### src/shared/tpr_pkg.sv
// constants, types and register map of the touch panel readout block
package tpr_pkg;

  // ------------------------------------------------------------
  // register offsets
  // ------------------------------------------------------------
  localparam logic [7:0] ADDR_CFG    = 8'h07;  // converter_config
  localparam logic [7:0] ADDR_MODE   = 8'h08;  // touch_mode_select
  localparam logic [7:0] ADDR_RES_LO = 8'h09;  // conversion_result_low
  localparam logic [7:0] ADDR_RES_HI = 8'h0a;  // conversion_result_high

  // ------------------------------------------------------------
  // field positions
  // ------------------------------------------------------------
  localparam int CFG_POWER_BIT = 7;  // converter power-on
  localparam int CFG_START_BIT = 6;  // conversion start
  localparam int CFG_DONE_BIT  = 5;  // conversion_done_flag
  localparam int CFG_VREF_BIT  = 4;  // reference enable
  localparam int CFG_CH_MSB    = 3;  // channel field top bit
  localparam int MODE_MSB      = 2;  // mode field top bit
  localparam int RES_W         = 10; // result width
  localparam int RES_LO_MSB    = 7;  // top result bit in low register
  localparam int RES_HI_LSB    = 8;  // first result bit in high register

  // ------------------------------------------------------------
  // reset values
  // ------------------------------------------------------------
  localparam logic [2:0]       MODE_RST  = 3'h7;   // touch disabled
  localparam logic             POWER_RST = 1'b0;
  localparam logic             START_RST = 1'b0;
  localparam logic             DONE_RST  = 1'b1;
  localparam logic             VREF_RST  = 1'b0;
  localparam logic [3:0]       CH_RST    = 4'h0;
  localparam logic [RES_W-1:0] RES_RST   = 10'h000;

  // ------------------------------------------------------------
  // mode codes and touch channels
  // ------------------------------------------------------------
  localparam logic [2:0] MODE_XPOS    = 3'h0;
  localparam logic [2:0] MODE_YPOS    = 3'h1;
  localparam logic [2:0] MODE_PRESS   = 3'h2;
  localparam logic [2:0] MODE_PLATE_X = 3'h3;
  localparam logic [2:0] MODE_PLATE_Y = 3'h4;
  localparam logic [2:0] MODE_STBY    = 3'h5;
  localparam logic [2:0] MODE_ADC     = 3'h6;
  localparam logic [2:0] MODE_OFF     = 3'h7;
  localparam logic [3:0] CH_TOUCH_ALL = 4'he;  // touch_converter_channel
  localparam logic [3:0] CH_TOUCH_XY  = 4'hf;  // position modes only

  // ------------------------------------------------------------
  // types
  // ------------------------------------------------------------
  typedef enum logic [2:0] {DRV_OPEN, DRV_REF, DRV_GND, DRV_STBY, DRV_ADC} tpr_drv_t;
  typedef enum logic {CONV_IDLE, CONV_BUSY} tpr_conv_state_t;

  // analog switch enables of one panel pin; all low leaves the pin open
  typedef struct packed {
    logic to_ref;   // panel_reference_drive
    logic to_gnd;   // ground
    logic to_stby;  // standby_drive_level
    logic to_adc;   // routed to converter input
  } tpr_pin_ctl_t;

  // converter_config contents
  typedef struct packed {
    logic       power;
    logic       start;
    logic       done;
    logic       vref;
    logic [3:0] chan;
  } tpr_cfg_t;

  // register access request
  typedef struct packed {
    logic       wr;
    logic       rd;
    logic [7:0] addr;
    logic [7:0] wdata;
  } tpr_reg_req_t;

endpackage : tpr_pkg

### src/tpr_pin_drive.sv
// registered switch enables for one resistive panel pin
`timescale 1ns/1ps
module tpr_pin_drive (
  // clock and reset
  input  wire logic            clock,
  input  wire logic            reset,
  // requested drive
  input  wire tpr_pkg::tpr_drv_t drive,
  // switch enables
  output tpr_pkg::tpr_pin_ctl_t  ctl
);

  // ------------------------------------------------------------
  // drive decode
  // ------------------------------------------------------------
  tpr_pkg::tpr_pin_ctl_t ctl_r;    // registered enables
  tpr_pkg::tpr_pin_ctl_t ctl_nxt;  // next enables

  // one switch at most is closed per pin
  always_comb begin
    ctl_nxt = '0;
    case (drive)
      tpr_pkg::DRV_REF:  ctl_nxt.to_ref  = 1'b1;
      tpr_pkg::DRV_GND:  ctl_nxt.to_gnd  = 1'b1;
      tpr_pkg::DRV_STBY: ctl_nxt.to_stby = 1'b1;
      tpr_pkg::DRV_ADC:  ctl_nxt.to_adc  = 1'b1;
      default:           ctl_nxt         = '0;  // open
    endcase
  end

  // register so the switches never glitch on a mode change
  always_ff @(posedge clock or posedge reset) begin
    if (reset) begin
      ctl_r <= '0;
    end else begin
      ctl_r <= ctl_nxt;
    end
  end

  assign ctl = ctl_r;

endmodule : tpr_pin_drive

### src/tpr_touch_readout.sv
// touch panel mode control, converter sequencing and result registers
//
// Operation
// three-bit mode field, upper zero, resets ones
// modes 000/001 drive pair, sense other
// pressure mode and plate x/y drives
// standby: x pins standby level, y grounded
// converter mode routes all pins, none driven
// mode 111 opens pins, disables everything; vref_enable still follows the config bit
// host sets mode and matching channel
// host powers converter before touch measurement
// host selects channel 1110 for touch
// host starts, polls done flag
// host reads both result registers
// ten-bit result split low/high, rest zero
// start bit clears itself on completion
// done flag read-only, resets to one
// channel 1111 routes only position modes
// power bit gates converter, resets zero
// writes to read-only bits ignored
// result holds until next completion
`timescale 1ns/1ps
module tpr_touch_readout (
  // clock and reset
  input  wire logic                     clock,
  input  wire logic                     reset,
  // register access
  input  wire tpr_pkg::tpr_reg_req_t    reg_req,
  output logic [7:0]                    reg_rdata,
  // converter macro, same clock
  output logic                          conv_start,
  input  wire logic                     conv_done_in,
  input  wire logic [9:0]               conv_result,
  output logic                          converter_enable,
  output logic                          vref_enable,
  output logic [3:0]                    converter_channel,
  output logic                          touch_to_converter,
  // panel pin switches
  output tpr_pkg::tpr_pin_ctl_t         panel_x_plus,
  output tpr_pkg::tpr_pin_ctl_t         panel_x_minus,
  output tpr_pkg::tpr_pin_ctl_t         panel_y_plus,
  output tpr_pkg::tpr_pin_ctl_t         panel_y_minus,
  // touch controller control
  output logic                          touch_controller_enable,
  output logic                          touch_irq_enable
);

  // ------------------------------------------------------------
  // state
  // ------------------------------------------------------------
  logic [2:0]                 mode_r, mode_nxt;      // touch_mode_select field
  tpr_pkg::tpr_cfg_t          cfg_r, cfg_nxt;        // converter_config
  logic [9:0]                 result_r, result_nxt;  // last completed result
  tpr_pkg::tpr_conv_state_t   state_r, state_nxt;    // conversion sequencer
  logic [7:0]                 rdata_r, rdata_nxt;    // read data register
  logic                       pulse_r, pulse_nxt;    // conversion start pulse
  logic                       conv_en_r, conv_en_nxt;
  logic                       tch_en_r, tch_en_nxt;
  logic                       route_r, route_nxt;
  logic                       wr_mode, wr_cfg;       // write decodes
  logic                       start_ok;              // start request accepted
  tpr_pkg::tpr_drv_t          drv_xp, drv_xm, drv_yp, drv_ym;

  // ------------------------------------------------------------
  // register writes and conversion sequencing
  // ------------------------------------------------------------
  always_comb begin
    mode_nxt   = mode_r;
    cfg_nxt    = cfg_r;
    result_nxt = result_r;
    state_nxt  = state_r;
    pulse_nxt  = 1'b0;
    wr_mode    = reg_req.wr && (reg_req.addr == tpr_pkg::ADDR_MODE);
    wr_cfg     = reg_req.wr && (reg_req.addr == tpr_pkg::ADDR_CFG);
    // only the mode field is writable; result offsets take no writes
    if (wr_mode) begin
      mode_nxt = reg_req.wdata[tpr_pkg::MODE_MSB:0];
    end
    // done is never written by software
    if (wr_cfg) begin
      cfg_nxt.power = reg_req.wdata[tpr_pkg::CFG_POWER_BIT];
      cfg_nxt.vref  = reg_req.wdata[tpr_pkg::CFG_VREF_BIT];
      cfg_nxt.chan  = reg_req.wdata[tpr_pkg::CFG_CH_MSB:0];
    end
    // start needs the converter powered and touch logic not disabled
    start_ok = wr_cfg && reg_req.wdata[tpr_pkg::CFG_START_BIT]
               && reg_req.wdata[tpr_pkg::CFG_POWER_BIT]
               && (mode_r != tpr_pkg::MODE_OFF);
    case (state_r)
      tpr_pkg::CONV_IDLE: begin
        if (start_ok) begin
          cfg_nxt.start = 1'b1;
          cfg_nxt.done  = 1'b0;
          pulse_nxt     = 1'b1;
          state_nxt     = tpr_pkg::CONV_BUSY;
        end
      end
      tpr_pkg::CONV_BUSY: begin
        if (conv_done_in) begin
          // completion wins over a same-cycle power-down
          result_nxt    = conv_result;
          cfg_nxt.start = 1'b0;
          cfg_nxt.done  = 1'b1;
          state_nxt     = tpr_pkg::CONV_IDLE;
        end else if (!cfg_nxt.power || (mode_r == tpr_pkg::MODE_OFF)) begin
          // abort: no result, done stays low
          cfg_nxt.start = 1'b0;
          state_nxt     = tpr_pkg::CONV_IDLE;
        end
      end
      default: state_nxt = tpr_pkg::CONV_IDLE;
    endcase
  end

  // ------------------------------------------------------------
  // register read mux
  // ------------------------------------------------------------
  always_comb begin
    rdata_nxt = rdata_r;
    if (reg_req.rd) begin
      if (reg_req.addr == tpr_pkg::ADDR_CFG) begin
        rdata_nxt = cfg_r;
      end else if (reg_req.addr == tpr_pkg::ADDR_MODE) begin
        rdata_nxt = {5'h00, mode_r};
      end else if (reg_req.addr == tpr_pkg::ADDR_RES_LO) begin
        rdata_nxt = result_r[tpr_pkg::RES_LO_MSB:0];
      end else if (reg_req.addr == tpr_pkg::ADDR_RES_HI) begin
        rdata_nxt = {6'h00, result_r[tpr_pkg::RES_W-1:tpr_pkg::RES_HI_LSB]};
      end else begin
        rdata_nxt = 8'h00;  // unmapped
      end
    end
  end

  // ------------------------------------------------------------
  // derived controls
  // ------------------------------------------------------------
  always_comb begin
    conv_en_nxt = cfg_r.power && (mode_r != tpr_pkg::MODE_OFF);
    tch_en_nxt  = (mode_r != tpr_pkg::MODE_OFF);
    // 1111 only serves the two position modes
    route_nxt   = tch_en_nxt && ((cfg_r.chan == tpr_pkg::CH_TOUCH_ALL)
                  || ((cfg_r.chan == tpr_pkg::CH_TOUCH_XY)
                      && ((mode_r == tpr_pkg::MODE_XPOS)
                          || (mode_r == tpr_pkg::MODE_YPOS))));
  end

  // ------------------------------------------------------------
  // state registers
  // ------------------------------------------------------------
  always_ff @(posedge clock or posedge reset) begin
    if (reset) begin
      mode_r    <= tpr_pkg::MODE_RST;
      cfg_r     <= {tpr_pkg::POWER_RST, tpr_pkg::START_RST, tpr_pkg::DONE_RST,
                    tpr_pkg::VREF_RST, tpr_pkg::CH_RST};
      result_r  <= tpr_pkg::RES_RST;
      state_r   <= tpr_pkg::CONV_IDLE;
      rdata_r   <= 8'h00;
      pulse_r   <= 1'b0;
      conv_en_r <= 1'b0;
      tch_en_r  <= 1'b0;
      route_r   <= 1'b0;
    end else begin
      mode_r    <= mode_nxt;
      cfg_r     <= cfg_nxt;
      result_r  <= result_nxt;
      state_r   <= state_nxt;
      rdata_r   <= rdata_nxt;
      pulse_r   <= pulse_nxt;
      conv_en_r <= conv_en_nxt;
      tch_en_r  <= tch_en_nxt;
      route_r   <= route_nxt;
    end
  end

  // ------------------------------------------------------------
  // pin drive per mode
  // ------------------------------------------------------------
  always_comb begin
    drv_xp = tpr_pkg::DRV_OPEN;
    drv_xm = tpr_pkg::DRV_OPEN;
    drv_yp = tpr_pkg::DRV_OPEN;
    drv_ym = tpr_pkg::DRV_OPEN;
    case (mode_r)
      tpr_pkg::MODE_XPOS: begin
        drv_xp = tpr_pkg::DRV_REF;
        drv_xm = tpr_pkg::DRV_GND;
        drv_yp = tpr_pkg::DRV_ADC;
      end
      tpr_pkg::MODE_YPOS: begin
        drv_xp = tpr_pkg::DRV_ADC;
        drv_yp = tpr_pkg::DRV_REF;
        drv_ym = tpr_pkg::DRV_GND;
      end
      tpr_pkg::MODE_PRESS: begin
        drv_xp = tpr_pkg::DRV_REF;
        drv_xm = tpr_pkg::DRV_REF;
        drv_yp = tpr_pkg::DRV_GND;
        drv_ym = tpr_pkg::DRV_GND;
      end
      tpr_pkg::MODE_PLATE_X: begin
        drv_xp = tpr_pkg::DRV_REF;
        drv_xm = tpr_pkg::DRV_GND;
      end
      tpr_pkg::MODE_PLATE_Y: begin
        drv_yp = tpr_pkg::DRV_REF;
        drv_ym = tpr_pkg::DRV_GND;
      end
      tpr_pkg::MODE_STBY: begin
        drv_xp = tpr_pkg::DRV_STBY;
        drv_xm = tpr_pkg::DRV_STBY;
        drv_yp = tpr_pkg::DRV_GND;
        drv_ym = tpr_pkg::DRV_GND;
      end
      tpr_pkg::MODE_ADC: begin
        drv_xp = tpr_pkg::DRV_ADC;
        drv_xm = tpr_pkg::DRV_ADC;
        drv_yp = tpr_pkg::DRV_ADC;
        drv_ym = tpr_pkg::DRV_ADC;
      end
      default: begin  // all open
        drv_xp = tpr_pkg::DRV_OPEN;
      end
    endcase
  end

  tpr_pin_drive u_xp (.clock(clock), .reset(reset), .drive(drv_xp), .ctl(panel_x_plus));
  tpr_pin_drive u_xm (.clock(clock), .reset(reset), .drive(drv_xm), .ctl(panel_x_minus));
  tpr_pin_drive u_yp (.clock(clock), .reset(reset), .drive(drv_yp), .ctl(panel_y_plus));
  tpr_pin_drive u_ym (.clock(clock), .reset(reset), .drive(drv_ym), .ctl(panel_y_minus));

  // ------------------------------------------------------------
  // outputs
  // ------------------------------------------------------------
  assign reg_rdata               = rdata_r;
  assign conv_start              = pulse_r;
  assign converter_enable        = conv_en_r;
  assign vref_enable             = cfg_r.vref;
  assign converter_channel       = cfg_r.chan;
  assign touch_to_converter      = route_r;
  assign touch_controller_enable = tch_en_r;
  assign touch_irq_enable        = tch_en_r;
endmodule : tpr_touch_readout

### config.mk
export PLATFORM = sky130hd
export DESIGN_NAME = tpr_touch_readout
export DESIGN_NICKNAME = d
export VERILOG_FILES = /design/src/shared/tpr_pkg.sv /design/src/tpr_pin_drive.sv /design/src/tpr_touch_readout.sv
export SDC_FILE = /design/constraint.sdc
export NUM_CORES = 1
export LEC_CHECK = 0
export BUFFER_PORTS_ARGS = -buffer_cell sky130_fd_sc_hd__buf_4
export CORE_UTILIZATION = 51
export DETAILED_ROUTE_END_ITERATION = 10
export GPL_ROUTABILITY_DRIVEN = 0
export PLACE_DENSITY = 0.79
export SLEW_MARGIN = 0
export SYNTH_ARGS = -nofsm -noshare
export SYNTH_HDL_FRONTEND = slang
export SYNTH_HIERARCHICAL = 1
export SYNTH_SLANG_ARGS = --single-unit
### constraint.sdc
create_clock -name clock -period 2.1 [get_ports clock]
set_clock_uncertainty 0.1 [all_clocks]
set_input_delay 0.21 -clock clock [delete_from_list [all_inputs] [get_ports clock]]
set_output_delay 0.21 -clock clock [all_outputs]
set_load 0.01 [all_outputs]
# [After elaboration in Yosys (flattened, before gate mapping)]
# Cells that the tools add are included.
[op_classes] n_eq_ne=33 muxes=35 bitwise=1 reduce_logical=23
[ops] op="3-bit by 2-bit equality test with 1-bit output (second input constant)" n=10
[ops] op="3-bit equality test (second input constant)" n=8
[ops] op="8-bit by 4-bit equality test with 1-bit output (second input constant)" n=3
[ops] op="1-bit 2-to-1 mux" n=24
[ops] op="8-bit 2-to-1 mux" n=3
[ops] op="3-bit one-hot mux with 3 select lines" n=2
[ops] op="3-bit by 1-bit equality test with 1-bit output (second input constant)" n=5
[ops] op="3-bit one-hot mux with 4 select lines" n=1
[ops] op="2-bit OR reduction" n=5
[ops] op="4-bit equality test (second input constant)" n=2
[ops] op="8-bit by 3-bit equality test with 1-bit output (second input constant)" n=1
[ops] op="1-bit logical AND" n=8
[ops] op="3-bit one-hot mux with 2 select lines" n=1
[ops] op="2-bit AND reduction" n=3
[ops] op="2-bit 2-to-1 mux" n=2
[ops] op="2-bit != test (second input constant)" n=2
[ops] op="2-bit one-hot mux with 2 select lines" n=1
[ops] op="4-bit OR reduction" n=1
[ops] op="3-bit logical NOT" n=1
[ops] op="1-bit logical OR" n=3
[ops] op="3-bit by 2-bit != test with 1-bit output (second input constant)" n=1
[ops] op="3-bit != test (second input constant)" n=1
[ops] op="3-bit OR reduction" n=1
[ops] op="1-bit one-hot mux with 2 select lines" n=1
[ops] op="2 further kinds" n=2
[word_totals] ff_bits=50 inputBits=31 output_inout_bits=34

# [Logic depth before layout (Yosys ltp)]
# Gate-level depths: netlist of run 1.
[depth] ltp_word=8 depth_mapped=5 ltp_nobuf=4

# [By module]
# The synthesis of run 1 kept the hierarchy.
[modules_own_cells] module="tpr_touch_readout" instances=1 cells_each=153 area_each_um2=1697.9
[modules_own_cells] module="tpr_pin_drive" instances=4 cells_each=9 area_each_um2=136.4

# [Least setup slack after synthesis of run 1]
# OpenSTA, ideal clock, no wires.
[synth_timing] path_type="reg-to-reg" start="register mode_r[0]" end="register u_xm.ctl_r (netlist bit u_xm/ctl[2])" arrival_ps=1304 required_time_ps=1912 path_slack_ps=607 path_stages_with_launch=6 synth_period_minus_slack_ps=1493 path_cell_list="dfstp_2 -> clkbuf_8 -> nor2b_1 -> nand2_1 -> o21ai_0 -> nor3b_1"
[synth_rtl] element="from (decl)" line="tpr_touch_readout.sv:51" text="logic [2:0] mode_r, mode_nxt;"
[synth_rtl] element="from (signal assigned)" line="tpr_touch_readout.sv:153" text="mode_r <= tpr_pkg::MODE_RST;"
[synth_rtl] element="from (signal assigned)" line="tpr_touch_readout.sv:164" text="mode_r <= mode_nxt;"
[synth_rtl] element="to (signal assigned)" line="tpr_pin_drive.sv:36" text="ctl_r <= ctl_nxt;"
[synth_rtl] element="to (decl)" line="tpr_pin_drive.sv:16" text="tpr_pkg::tpr_pin_ctl_t ctl_r;"

==> impl_metrics.env, run 1 <==
export IMPL_critPathMaxStageDelay_ns=0.67
export IMPL_synth_most_common_cell="dfrtp_1"
export IMPL_insertion_delay_ns=0.30
export IMPL_ant_nets=0
export IMPL_post_route_period_util_pct=78.7
export IMPL_reg2reg_from="mode_r[2]"
export IMPL_dp_final_hpwl_um=3240
export IMPL_synth_top_area_cell="dfrtp_1"
export IMPL_cts_sinks=50
export IMPL_ys_seq_elements=50
export IMPL_final_util_pct=68.0
export IMPL_r2r_cells=4
export IMPL_area_growth_syn_to_layout_pct=24.8
export IMPL_rsz0062_at_grt="no"
export IMPL_drv_cap=0
export IMPL_grt_pass1_vias=1416
export IMPL_p_leak_nw=1.38
export IMPL_timing_rr_end="u_xp/ctl[1]"
export IMPL_hp_start="conv_result[1]"
export IMPL_required_ns=2.19
export IMPL_hold_viol=0
export IMPL_fmax_mhz=605
export IMPL_fin_ws_ns=0.448
export IMPL_status="completed"
export IMPL_finalWirelength_um=4310
export IMPL_die_height_um=68.3
export IMPL_ff_latch_area_um2=1260
export IMPL_syn_cell_area_um2=2240
export IMPL_grt_max_degree=35
export IMPL_num_vias=1630
export IMPL_h_tree_depth=2
export IMPL_drtIter0Drc=66
export IMPL_ys_seq_area_share_pct=56.0
export IMPL_grt_pass1_wl_um=6670
export IMPL_ios=65
export IMPL_ys_types=37
export IMPL_place_inst=295
export IMPL_dr_pass1_iters=4
export IMPL_wl_per_cell_um=14.2
export IMPL_slew_violations=0
export IMPL_core_area_um2=4120
export IMPL_synth_warnings=6
export IMPL_drc=0
export IMPL_clockBufferDepth=2
export IMPL_final_area_um2=2800
export IMPL_die_w_um=68.3
export IMPL_critPathKind="reg -> reg"
export IMPL_whs_ns=0.0367
export IMPL_cp_cell_sequence="inv_1, nor2_1, a21o_1, and3b_2"
export IMPL_final_setup_tns_ns=0
export IMPL_powerDensity_nw_per_um2=632
export IMPL_postSynthAreaPerCell_um2=11.9
export IMPL_grt_util_all_layers_pct=20.0
export IMPL_worstSetupEndpointType="register"
export IMPL_start_kind="register"
export IMPL_hold_depth=2
export IMPL_nets=284
export IMPL_fillCellCount=329
export IMPL_synthFlopType="dfrtp_1"
export IMPL_worstPathArrival_ns=1.74
export IMPL_io_buffer_count=63
export IMPL_ir_drop_v=0.000441
export IMPL_slowest_stage="dfstp_2"
export IMPL_hold_path_class="in -> reg"
export IMPL_cts_root_buf="clkbuf_8"
export IMPL_hold_end="result_r[1]"
export IMPL_tritoncts="built"
export IMPL_setup_viol=0
export IMPL_synth_edff_count=0
export IMPL_cts_clk_slew_worst_paths_ns=0.08
export IMPL_multi_input_area_um2=870
export IMPL_antenna_found_initial=0
export IMPL_fin_cells=303
export IMPL_syn_inst=189
export IMPL_power_total_mw=1.77
export IMPL_globalRoute_totalOverflow=0
export IMPL_drive_gt1_share_pct=41.5
export IMPL_synth_top_area_share_pct=51.3
export IMPL_synthArstFlopShare_pct=100
export IMPL_fp_dieArea_um2=4670
export IMPL_vias_per_cell=5.38
export IMPL_numCtsBuffers=5
export IMPL_rrSetupSlack_ns=0.45
export IMPL_placed_area_um2=2710
export IMPL_fin_crit_ns=1.65
export IMPL_diodes=0
export IMPL_synth_common_cells="dfrtp_1 (46), nand2_1 (19), mux2_2 (18)"
export IMPL_rows=23
export IMPL_start_util_pct=54.5
export IMPL_yosys_top_cells_area="dfrtp_1 (51%), mux2_2 (9.0%), dfstp_2 (4.7%), nor3b_1 (4.4%), nand2_1 (3.2%)"
export IMPL_post_cts_buffers=0
export IMPL_post_place_ws_ns=0.408
export IMPL_cp_max_fo=12
==> power breakdown <==
group	total, mW	switching (mW)	leakage, nW	internal [mW]
clock network	0.518	0.294	0.0438	0.224
logic	0.225	0.108	0.683	0.117
registers	1.03	0.0243	0.654	1.00
total	1.77	0.426	1.38	1.34
==> kinds of logic after synthesis <==
kind of cell / Yosys count / synth area share, %
AO/OA/AOI/OAI: 25 / 7.14
XOR/XNOR: 5 / 1.95
buffers and inverters: 22 / 5.74
flip-flops: 50 / 56.0
multiplexers: 20 / 9.93
other: 1 / 0.167
AND/OR/NAND/NOR: 66 / 19.1
==> cell usage in the layout, fill, tap and decap left out <==
master / count
buf_4: 64
a21oi_1: 2
xnor2_1: 3
a211o_1: 1
a21o_1: 1
nand2_1: 19
nor4_4: 2
dfstp_2: 4
nand4b_1: 2
a22oi_1: 2
nor2_1: 13
nand4_1: 2
dfrtp_1: 46
or4_4: 1
a31oi_1: 6
o31ai_1: 1
o22ai_1: 1
nand2b_1: 1
nor2b_1: 2
conb_1: 4
mux2i_1: 2
and3_2: 2
nand3b_1: 2
clkbuf_8: 5
nand3_4: 1
o21bai_1: 1
mux2_2: 18
and4b_4: 1
and2_1: 1
and3b_2: 4
inv_1: 11
o21ai_0: 9
dlygate4sd3_1: 1
nor3b_1: 13
clkinv_2: 2
xor2_1: 2
a2bb2oi_2: 1
==> layout make-up <==
type,instances,area share [%]
clock buffers,5,2.46
clock inverters,2,0.358
inverters,11,1.48
multi-input cells,120,31.1
flip-flops and latches,50,44.9
well taps,50,2.24
repair buffers,65,17.5
==> sequential cells by signal, summed over array words and instances (netlist names) <==
| register | count |
|---|---|
| u_xp/ctl | 4 |
| mode_r | 3 |
| touch_controller_enable | 1 |
| result_r | 10 |
| state_r | 1 |
| converter_channel | 4 |
| u_yp/ctl | 4 |
| vref_enable | 1 |
| u_xm/ctl | 4 |
| u_ym/ctl | 4 |
| reg_rdata | 8 |
| cfg_r | 3 |
| converter_enable | 1 |
| touch_to_converter | 1 |
| conv_start | 1 |
==> worst max-delay path by stage <==
stage | start | endpoint | slack, ns | cells after the start
2_1_floorplan | mode_r[0] | u_xm/ctl[2] | 0.61 | 5
3_3_place_gp | reg_req[13] | state_r | 0.44 | 5
3_5_place_dp | reg_req[13] | state_r | 0.41 | 5
4_1_cts | mode_r[0] | u_xm/ctl[3] | 0.44 | 4
5_1_grt | mode_r[0] | u_xm/ctl[3] | 0.33 | 4
6_report | mode_r[2] | u_xp/ctl[1] | 0.45 | 4
==> repair_timing <==
action	4_1_cts	5_1_grt
endpoints found under the setup margin	0	0
hold endpoints to repair	46	0
hold buffers	1	0
gates resized for setup	0	0
==> critical path: cells and delay by family, from the launching register on <==
family | cells | cell delay, ns
AO/OA/AOI/OAI | 1 | 0.17
flip-flops | 1 | 0.67
AND/OR/NAND/NOR | 2 | 0.47
buffers and inverters | 1 | 0.13
==> routing by layer <==
| layer | GRT usage (%) | part of all wire [%] |
|---|---|---|
| met4 | 8.59 | 2.0 |
| met3 | 5.17 | 4.7 |
| met2 | 31.5 | 50 |
| met1 | 25.8 | 43 |
| met5 | 0 | 0 |
Note: power is estimated with default switching activity, not from simulation.
==> run 2: changes to the inputs <==
--- a/config.mk
+++ b/config.mk
@@ -5,6 +5,7 @@
 export SDC_FILE = /design/constraint.sdc
 export NUM_CORES = 1
 export LEC_CHECK = 0
+export ABC_AREA = 1
 export BUFFER_PORTS_ARGS = -buffer_cell sky130_fd_sc_hd__buf_4
 export CORE_UTILIZATION = 51
 export DETAILED_ROUTE_END_ITERATION = 10
==> constraint.sdc (replaced) <==
create_clock -name clock -period 1.6 [get_ports clock]
set_clock_uncertainty 0.1 [all_clocks]
set_input_delay 0.16 -clock clock [delete_from_list [all_inputs] [get_ports clock]]
set_output_delay 0.16 -clock clock [all_outputs]
set_load 0.01 [all_outputs]
==> run 2 against run 1 <==
Setup slack got worse by 0.30 ns; sequential cell count unchanged; sequential share of layout area fell by 3.5 points; first-iteration DRC count grew 58%; via count up 21%; critical endpoint is now u_xm/ctl[0].
==> impl_metrics.env, run 2 <==
export IMPL_ys_types=28
export IMPL_drv_cap=0
export IMPL_wl_per_cell_um=11.8
export IMPL_ir_drop_v=0.000514
export IMPL_clockBufferDepth=2
export IMPL_hold_viol=0
export IMPL_synth_most_common_cell="nand2_1"
export IMPL_grt_max_degree=35
export IMPL_synth_top_area_share_pct=50.5
export IMPL_timing_rr_end="u_xm/ctl[0]"
export IMPL_grt_pass1_vias=1865
export IMPL_area_growth_syn_to_layout_pct=33.4
export IMPL_numCtsBuffers=5
export IMPL_synth_top_area_cell="dfrtp_1"
export IMPL_postSynthAreaPerCell_um2=8.19
export IMPL_dr_pass1_iters=5
export IMPL_insertion_delay_ns=0.30
export IMPL_cpMostUsedCell="nand2_1"
export IMPL_largest_reg_flops=10
export IMPL_setup_viol=0
export IMPL_synth_warnings=6
export IMPL_synth_top_family_by_area="simple AND/OR/NAND/NOR gates"
export IMPL_top_register="result_r"
export IMPL_synthSimpleGateAreaFrac_pct=28.1
export IMPL_ys_seq_area_share_pct=55.2
export IMPL_finalWirelength_um=4870
export IMPL_yosys_top_cells_area="dfrtp_1 (51%), nand2_1 (16%), inv_1 (6.4%), nor2_1 (5.8%), dfstp_2 (4.6%)"
export IMPL_layout_commonest_cell="nand2_1"
export IMPL_worstPathArrival_ns=1.54
export IMPL_worstSetupEndpointType="register"
export IMPL_synth_common_cells="nand2_1 (95), dfrtp_1 (46), inv_1 (39)"
export IMPL_critPathMaxStageDelay_ns=0.56
export IMPL_final_cell_mix="nand2_1 (94), buf_4 (68), dfrtp_1 (46)"
export IMPL_die_w_um=68.8
export IMPL_antenna_found_initial=0
export IMPL_tritoncts="built"
export IMPL_ios=65
export IMPL_fp_dieArea_um2=4740
export IMPL_synth_edff_count=0
export IMPL_synthAdderAreaFrac_pct=0
export IMPL_diodes=0
export IMPL_dp_final_hpwl_um=3590
export IMPL_ant_nets=0
export IMPL_synth_mux_area_share_pct=0
export IMPL_fin_crit_ns=1.46
export IMPL_critPathKind="reg -> reg"
export IMPL_status="completed"
export IMPL_globalRoute_totalOverflow=0
export IMPL_drive_gt1_share_pct=25.6
export IMPL_ys_seq_elements=50
export IMPL_rows=23
export IMPL_syn_cell_area_um2=2280
export IMPL_start_kind="register"
export IMPL_rsz0062_at_grt="no"
export IMPL_fillCellCount=328
export IMPL_io_buffer_count=63
export IMPL_critical_path_startpoint="mode_r[1]"
export IMPL_post_route_period_util_pct=91.0
export IMPL_rrSetupSlack_ns=0.14
export IMPL_p_leak_nw=1.72
export IMPL_nets=393
export IMPL_synth_compound_area_share_pct=6.81
export IMPL_h_tree_depth=2
export IMPL_syn_inst=278
export IMPL_cp_cell_sequence="inv_1, nor2_2, buf_4, nand2_1, nand2_1, inv_1, nand2_1, nor2_1"
export IMPL_hold_path_class="in -> reg"
export IMPL_fmax_mhz=687
export IMPL_hold_depth=2
export IMPL_hp_start="reg_req[16]"
export IMPL_final_setup_tns_ns=0
export IMPL_start_util_pct=55.0
export IMPL_synthArstFlopShare_pct=100
export IMPL_core_area_um2=4140
export IMPL_slew_violations=0
export IMPL_required_ns=1.69
export IMPL_whs_ns=0.0694
export IMPL_slowest_stage="dfstp_2"
export IMPL_grt_util_all_layers_pct=23.7
export IMPL_powerDensity_nw_per_um2=787
export IMPL_synthFlopType="dfrtp_1"
export IMPL_drtIter0Drc=104
export IMPL_grt_pass1_wl_um=8090
export IMPL_cp_max_fo=4
export IMPL_die_height_um=68.8
export IMPL_reg2reg_from="mode_r[1]"
export IMPL_drc=0
export IMPL_num_vias=1970
export IMPL_power_total_mw=2.39
export IMPL_cts_root_buf="clkbuf_8"
export IMPL_cts_clk_slew_worst_paths_ns=0.08
export IMPL_hold_end="reg_rdata[6]"
export IMPL_r2r_cells=8
export IMPL_synth_xor_area_share_pct=0
export IMPL_vias_per_cell=4.77
export IMPL_cts_sinks=50
run 2: layout make-up:
type	instances	area (µm²)	share of cell area, %
Clock buffer	8	80.1	2.64
Timing Repair Buffer	84	671	22.1
Sequential cell	50	1260	41.4
Tap cell	50	62.6	2.06
Inverter	41	154	5.07
Multi-Input combinational cell	180	815	26.8
run 2: metal layers:
layer  vias up  wire [µm]  global-route usage (%)
met2        55       2360                    41.3
met5         -          0                       0
li1       1005          -                       -
met3         6        219                    5.10
met1       904       2220                    29.1
met4         0         63                    7.91
run 2: repair_timing:
action                                 4_1_cts  5_1_grt
setup endpoints to repair                    0        6
endpoints found under the hold margin       61        0
gates resized for setup                      0        4
hold buffers                                16        0
setup buffers                                0        0
run 2: worst max-delay path by stage:
stage | endpoint | slack (ns) | cells past startpoint
floorplan | u_xm/ctl[1] | 0.16 | 6
global placement | u_xm/ctl[2] | 0.15 | 6
detailed placement | u_yp/ctl[2] | 0.11 | 7
CTS | u_xm/ctl[1] | 0.1 | 6
global route | u_xm/ctl[0] | 0.0006 | 8
finish | u_xm/ctl[0] | 0.14 | 8
run 2: critical path: cells and delay by family, from the launching register on:
| kind | cells | cell delay (ns) |
|---|---|---|
| DFF | 1 | 0.56 |
| and+or+nand+nor | 5 | 0.39 |
| buffers and inverters | 3 | 0.28 |
run 2: kinds of logic (layout without fill, tap and decap cells):
| family | Yosys count | count (layout) |
|---|---|---|
| and+or+nand+nor | 151 | 151 |
| DFF | 50 | 50 |
| buffers and inverters | 50 | 133 |
| AOI/OAI and AO/OA | 26 | 26 |
| other | 1 | 3 |
run 2: through the flow:
step / utilization [%] / setup slack (ns) / area (µm²) / std cells
floorplan: - / 0.164 / 2280 / 280
global placement: 67.3 / 0.153 / 2790 / 389
detailed placement: 67.3 / 0.112 / 2790 / 389
CTS: 73.1 / 0.0953 / 3030 / 413
global route: 73.3 / 0.000569 / 3040 / 413
finish: 73.3 / 0.144 / 3040 / 413
run 2: power by group:
part,total [mW],switching [mW],internal [mW],leakage (nW)
clock network,0.698,0.387,0.311,0.0395
logic,0.348,0.175,0.173,1.03
registers,1.35,0.0294,1.32,0.645
total,2.39,0.591,1.80,1.72
==> run 3: changes to the inputs <==
==> constraint.sdc (replaced) <==
create_clock -name clock -period 1.6 [get_ports clock]
set_clock_uncertainty 0.1 [all_clocks]
set_input_delay 0.32 -clock clock [delete_from_list [all_inputs] [get_ports clock]]
set_output_delay 0.32 -clock clock [all_outputs]
set_load 0.01 [all_outputs]
==> run 3 against run 2 <==
Cell area decreased by 5.1%; sequential power hardly changed; die area stayed put; clock power decreased by 1%; power shrank 1.7%; largest power group unchanged; fmax decreased by 0.48%; via count down 3.8%; critical endpoint is now u_xm/ctl[2]; worst hold slack better by 0.041 ns; global-route usage is 0.37 points lower.
==> impl_metrics.env, run 3 (synthesis results as in run 2) <==
export IMPL_status="completed"
export IMPL_critPathMaxStageDelay_ns=0.59
export IMPL_cp_max_fo=6
export IMPL_cts_root_buf="clkbuf_8"
export IMPL_fillCellCount=349
export IMPL_insertion_delay_ns=0.30
export IMPL_grt_util_all_layers_pct=23.3
export IMPL_p_sw_mw=0.583
export IMPL_rsz0062_at_grt="no"
export IMPL_fin_crit_ns=1.46
export IMPL_final_area_um2=2880
export IMPL_grt_pass1_vias=1899
export IMPL_drive_gt1_share_pct=26.5
export IMPL_ios=65
export IMPL_area_growth_syn_to_layout_pct=26.5
export IMPL_setup_viol=0
export IMPL_fmax_mhz=684
export IMPL_layout_commonest_cell="nand2_1"
export IMPL_nets=378
export IMPL_finalWirelength_um=4620
export IMPL_wl_per_cell_um=11.6
export IMPL_placed_area_um2=2790
export IMPL_drc=0
export IMPL_antenna_found_initial=0
export IMPL_post_route_period_util_pct=91.4
export IMPL_core_area_um2=4140
export IMPL_num_vias=1896
export IMPL_numCtsBuffers=5
export IMPL_start_kind="register"
export IMPL_rows=23
export IMPL_cts_clk_slew_worst_paths_ns=0.08
export IMPL_cts_sinks=50
export IMPL_final_setup_tns_ns=0
export IMPL_slowest_stage="dfstp_2"
export IMPL_hold_path_class="in -> reg"
export IMPL_die_w_um=68.8
export IMPL_fin_cells=397
export IMPL_hold_viol=0
export IMPL_ant_nets=0
export IMPL_cp_cell_sequence="nand2_1, nor2_1, inv_1, a21oi_2, nand2_1, nor2_1"
export IMPL_p_leak_nw=1.65
export IMPL_final_cell_mix="nand2_1 (95), buf_4 (68), dfrtp_1 (46)"
export IMPL_power_internal_mw=1.77
export IMPL_slew_violations=0
export IMPL_fp_dieArea_um2=4740
export IMPL_seq_power_share_pct=57.3
export IMPL_p_sw_share_pct=24.8
export IMPL_top_register="result_r"
export IMPL_pwr_share_clk_pct=29.3
export IMPL_required_ns=1.73
export IMPL_path_buf_inv=1
export IMPL_p_comb_share_pct=13.5
export IMPL_critPathTopFamily="flip-flops"
export IMPL_place_inst=389
export IMPL_globalRoute_totalOverflow=0
export IMPL_critPathKind="reg -> reg"
export IMPL_powerDensity_nw_per_um2=816
export IMPL_h_tree_depth=2
export IMPL_ir_drop_v=0.000419
export IMPL_drv_cap=0
export IMPL_worstPathArrival_ns=1.60
export IMPL_largest_reg_flops=10
export IMPL_dr_pass1_iters=4
export IMPL_power_total_mw=2.35
export IMPL_clockBufferDepth=2
export IMPL_drtIter0Drc=88
export IMPL_grt_pass1_wl_um=7970
export IMPL_die_height_um=68.8
export IMPL_dp_final_hpwl_um=3630
export IMPL_start_util_pct=55.0
export IMPL_diodes=0
export IMPL_vias_per_cell=4.78
export IMPL_worstSetupEndpointType="register"
export IMPL_tritoncts="built"
export IMPL_final_util_pct=69.5
export IMPL_grt_max_degree=35
export IMPL_io_buffer_count=63
==> run 3: per-layer routing <==
layer	share of wire, %	track usage [%]	vias up	routed length [µm]
met3	4.9	6.25	9	228
met2	47	39.6	53	2160
met1	47	28.7	860	2160
met4	1.6	7.91	0	75
met5	0	0	-	0
li1	-	-	974	-
==> run 3: layout make-up <==
cell class / count / area [µm²] / area share [%]
inverters: 41 / 154 / 5.34
well taps: 50 / 62.6 / 2.17
repair buffers: 69 / 520 / 18.1
flip-flops and latches: 50 / 1260 / 43.6
multi-input cells: 180 / 812 / 28.2
clock buffers: 7 / 76.3 / 2.65
==> run 3: worst reg2reg max path, stage by stage (launching register included) <==
cell	delay (ns)
dfstp_2	0.59
nand2_1	0.11
nor2_1	0.14
inv_1	0.11
a21oi_2	0.17
nand2_1	0.09
nor2_1	0.09
==> run 3: path summary, 6_finish.rpt <==
| kind | start | to | slack (ns) | depth (start not counted) |
|---|---|---|---|---|
| min | reg_req[4] | vref_enable | 0.11 | 3 |
| max reg2reg | mode_r[0] | u_xm/ctl[2] | 0.14 | 6 |
| max | mode_r[0] | u_xm/ctl[2] | 0.14 | 6 |
| min in group asynchronous | reset | u_ym/ctl[0] | 0.41 | 3 |
| max in group asynchronous | reset | cfg_r[5] | 0.41 | 4 |
| min reg2reg | result_r[1] | result_r[1] | 0.39 | 2 |
==> run 3: what timing repair did <==
action / CTS / global route
setup buffers: 0 / 0
endpoints found under the hold margin: 16 / 0
resized for setup: 0 / 3
setup endpoints to repair: 0 / 6
hold buffers: 1 / 0
==> run 3: power by group through the flow <==
stage / registers [mW] / logic [mW] / clock network, mW
after global routing: 1.35 / 0.361 / 0.746
after floorplan: 1.38 / 0.140 / 0
final: 1.35 / 0.316 / 0.688
after detailed placement: 1.37 / 0.314 / 0
after CTS: 1.35 / 0.317 / 0.697
after global placement: 1.37 / 0.305 / 0
==> run 3: per-stage QoR <==
stage / hold WS [ns] / setup WS, ns
finish: 0.110 / 0.137
floorplan: -0.0139 / 0.164
CTS: 0.104 / 0.0308
detailed placement: 0.150 / 0.0407
global placement: 0.141 / 0.112
global route: 0.116 / 0.0143
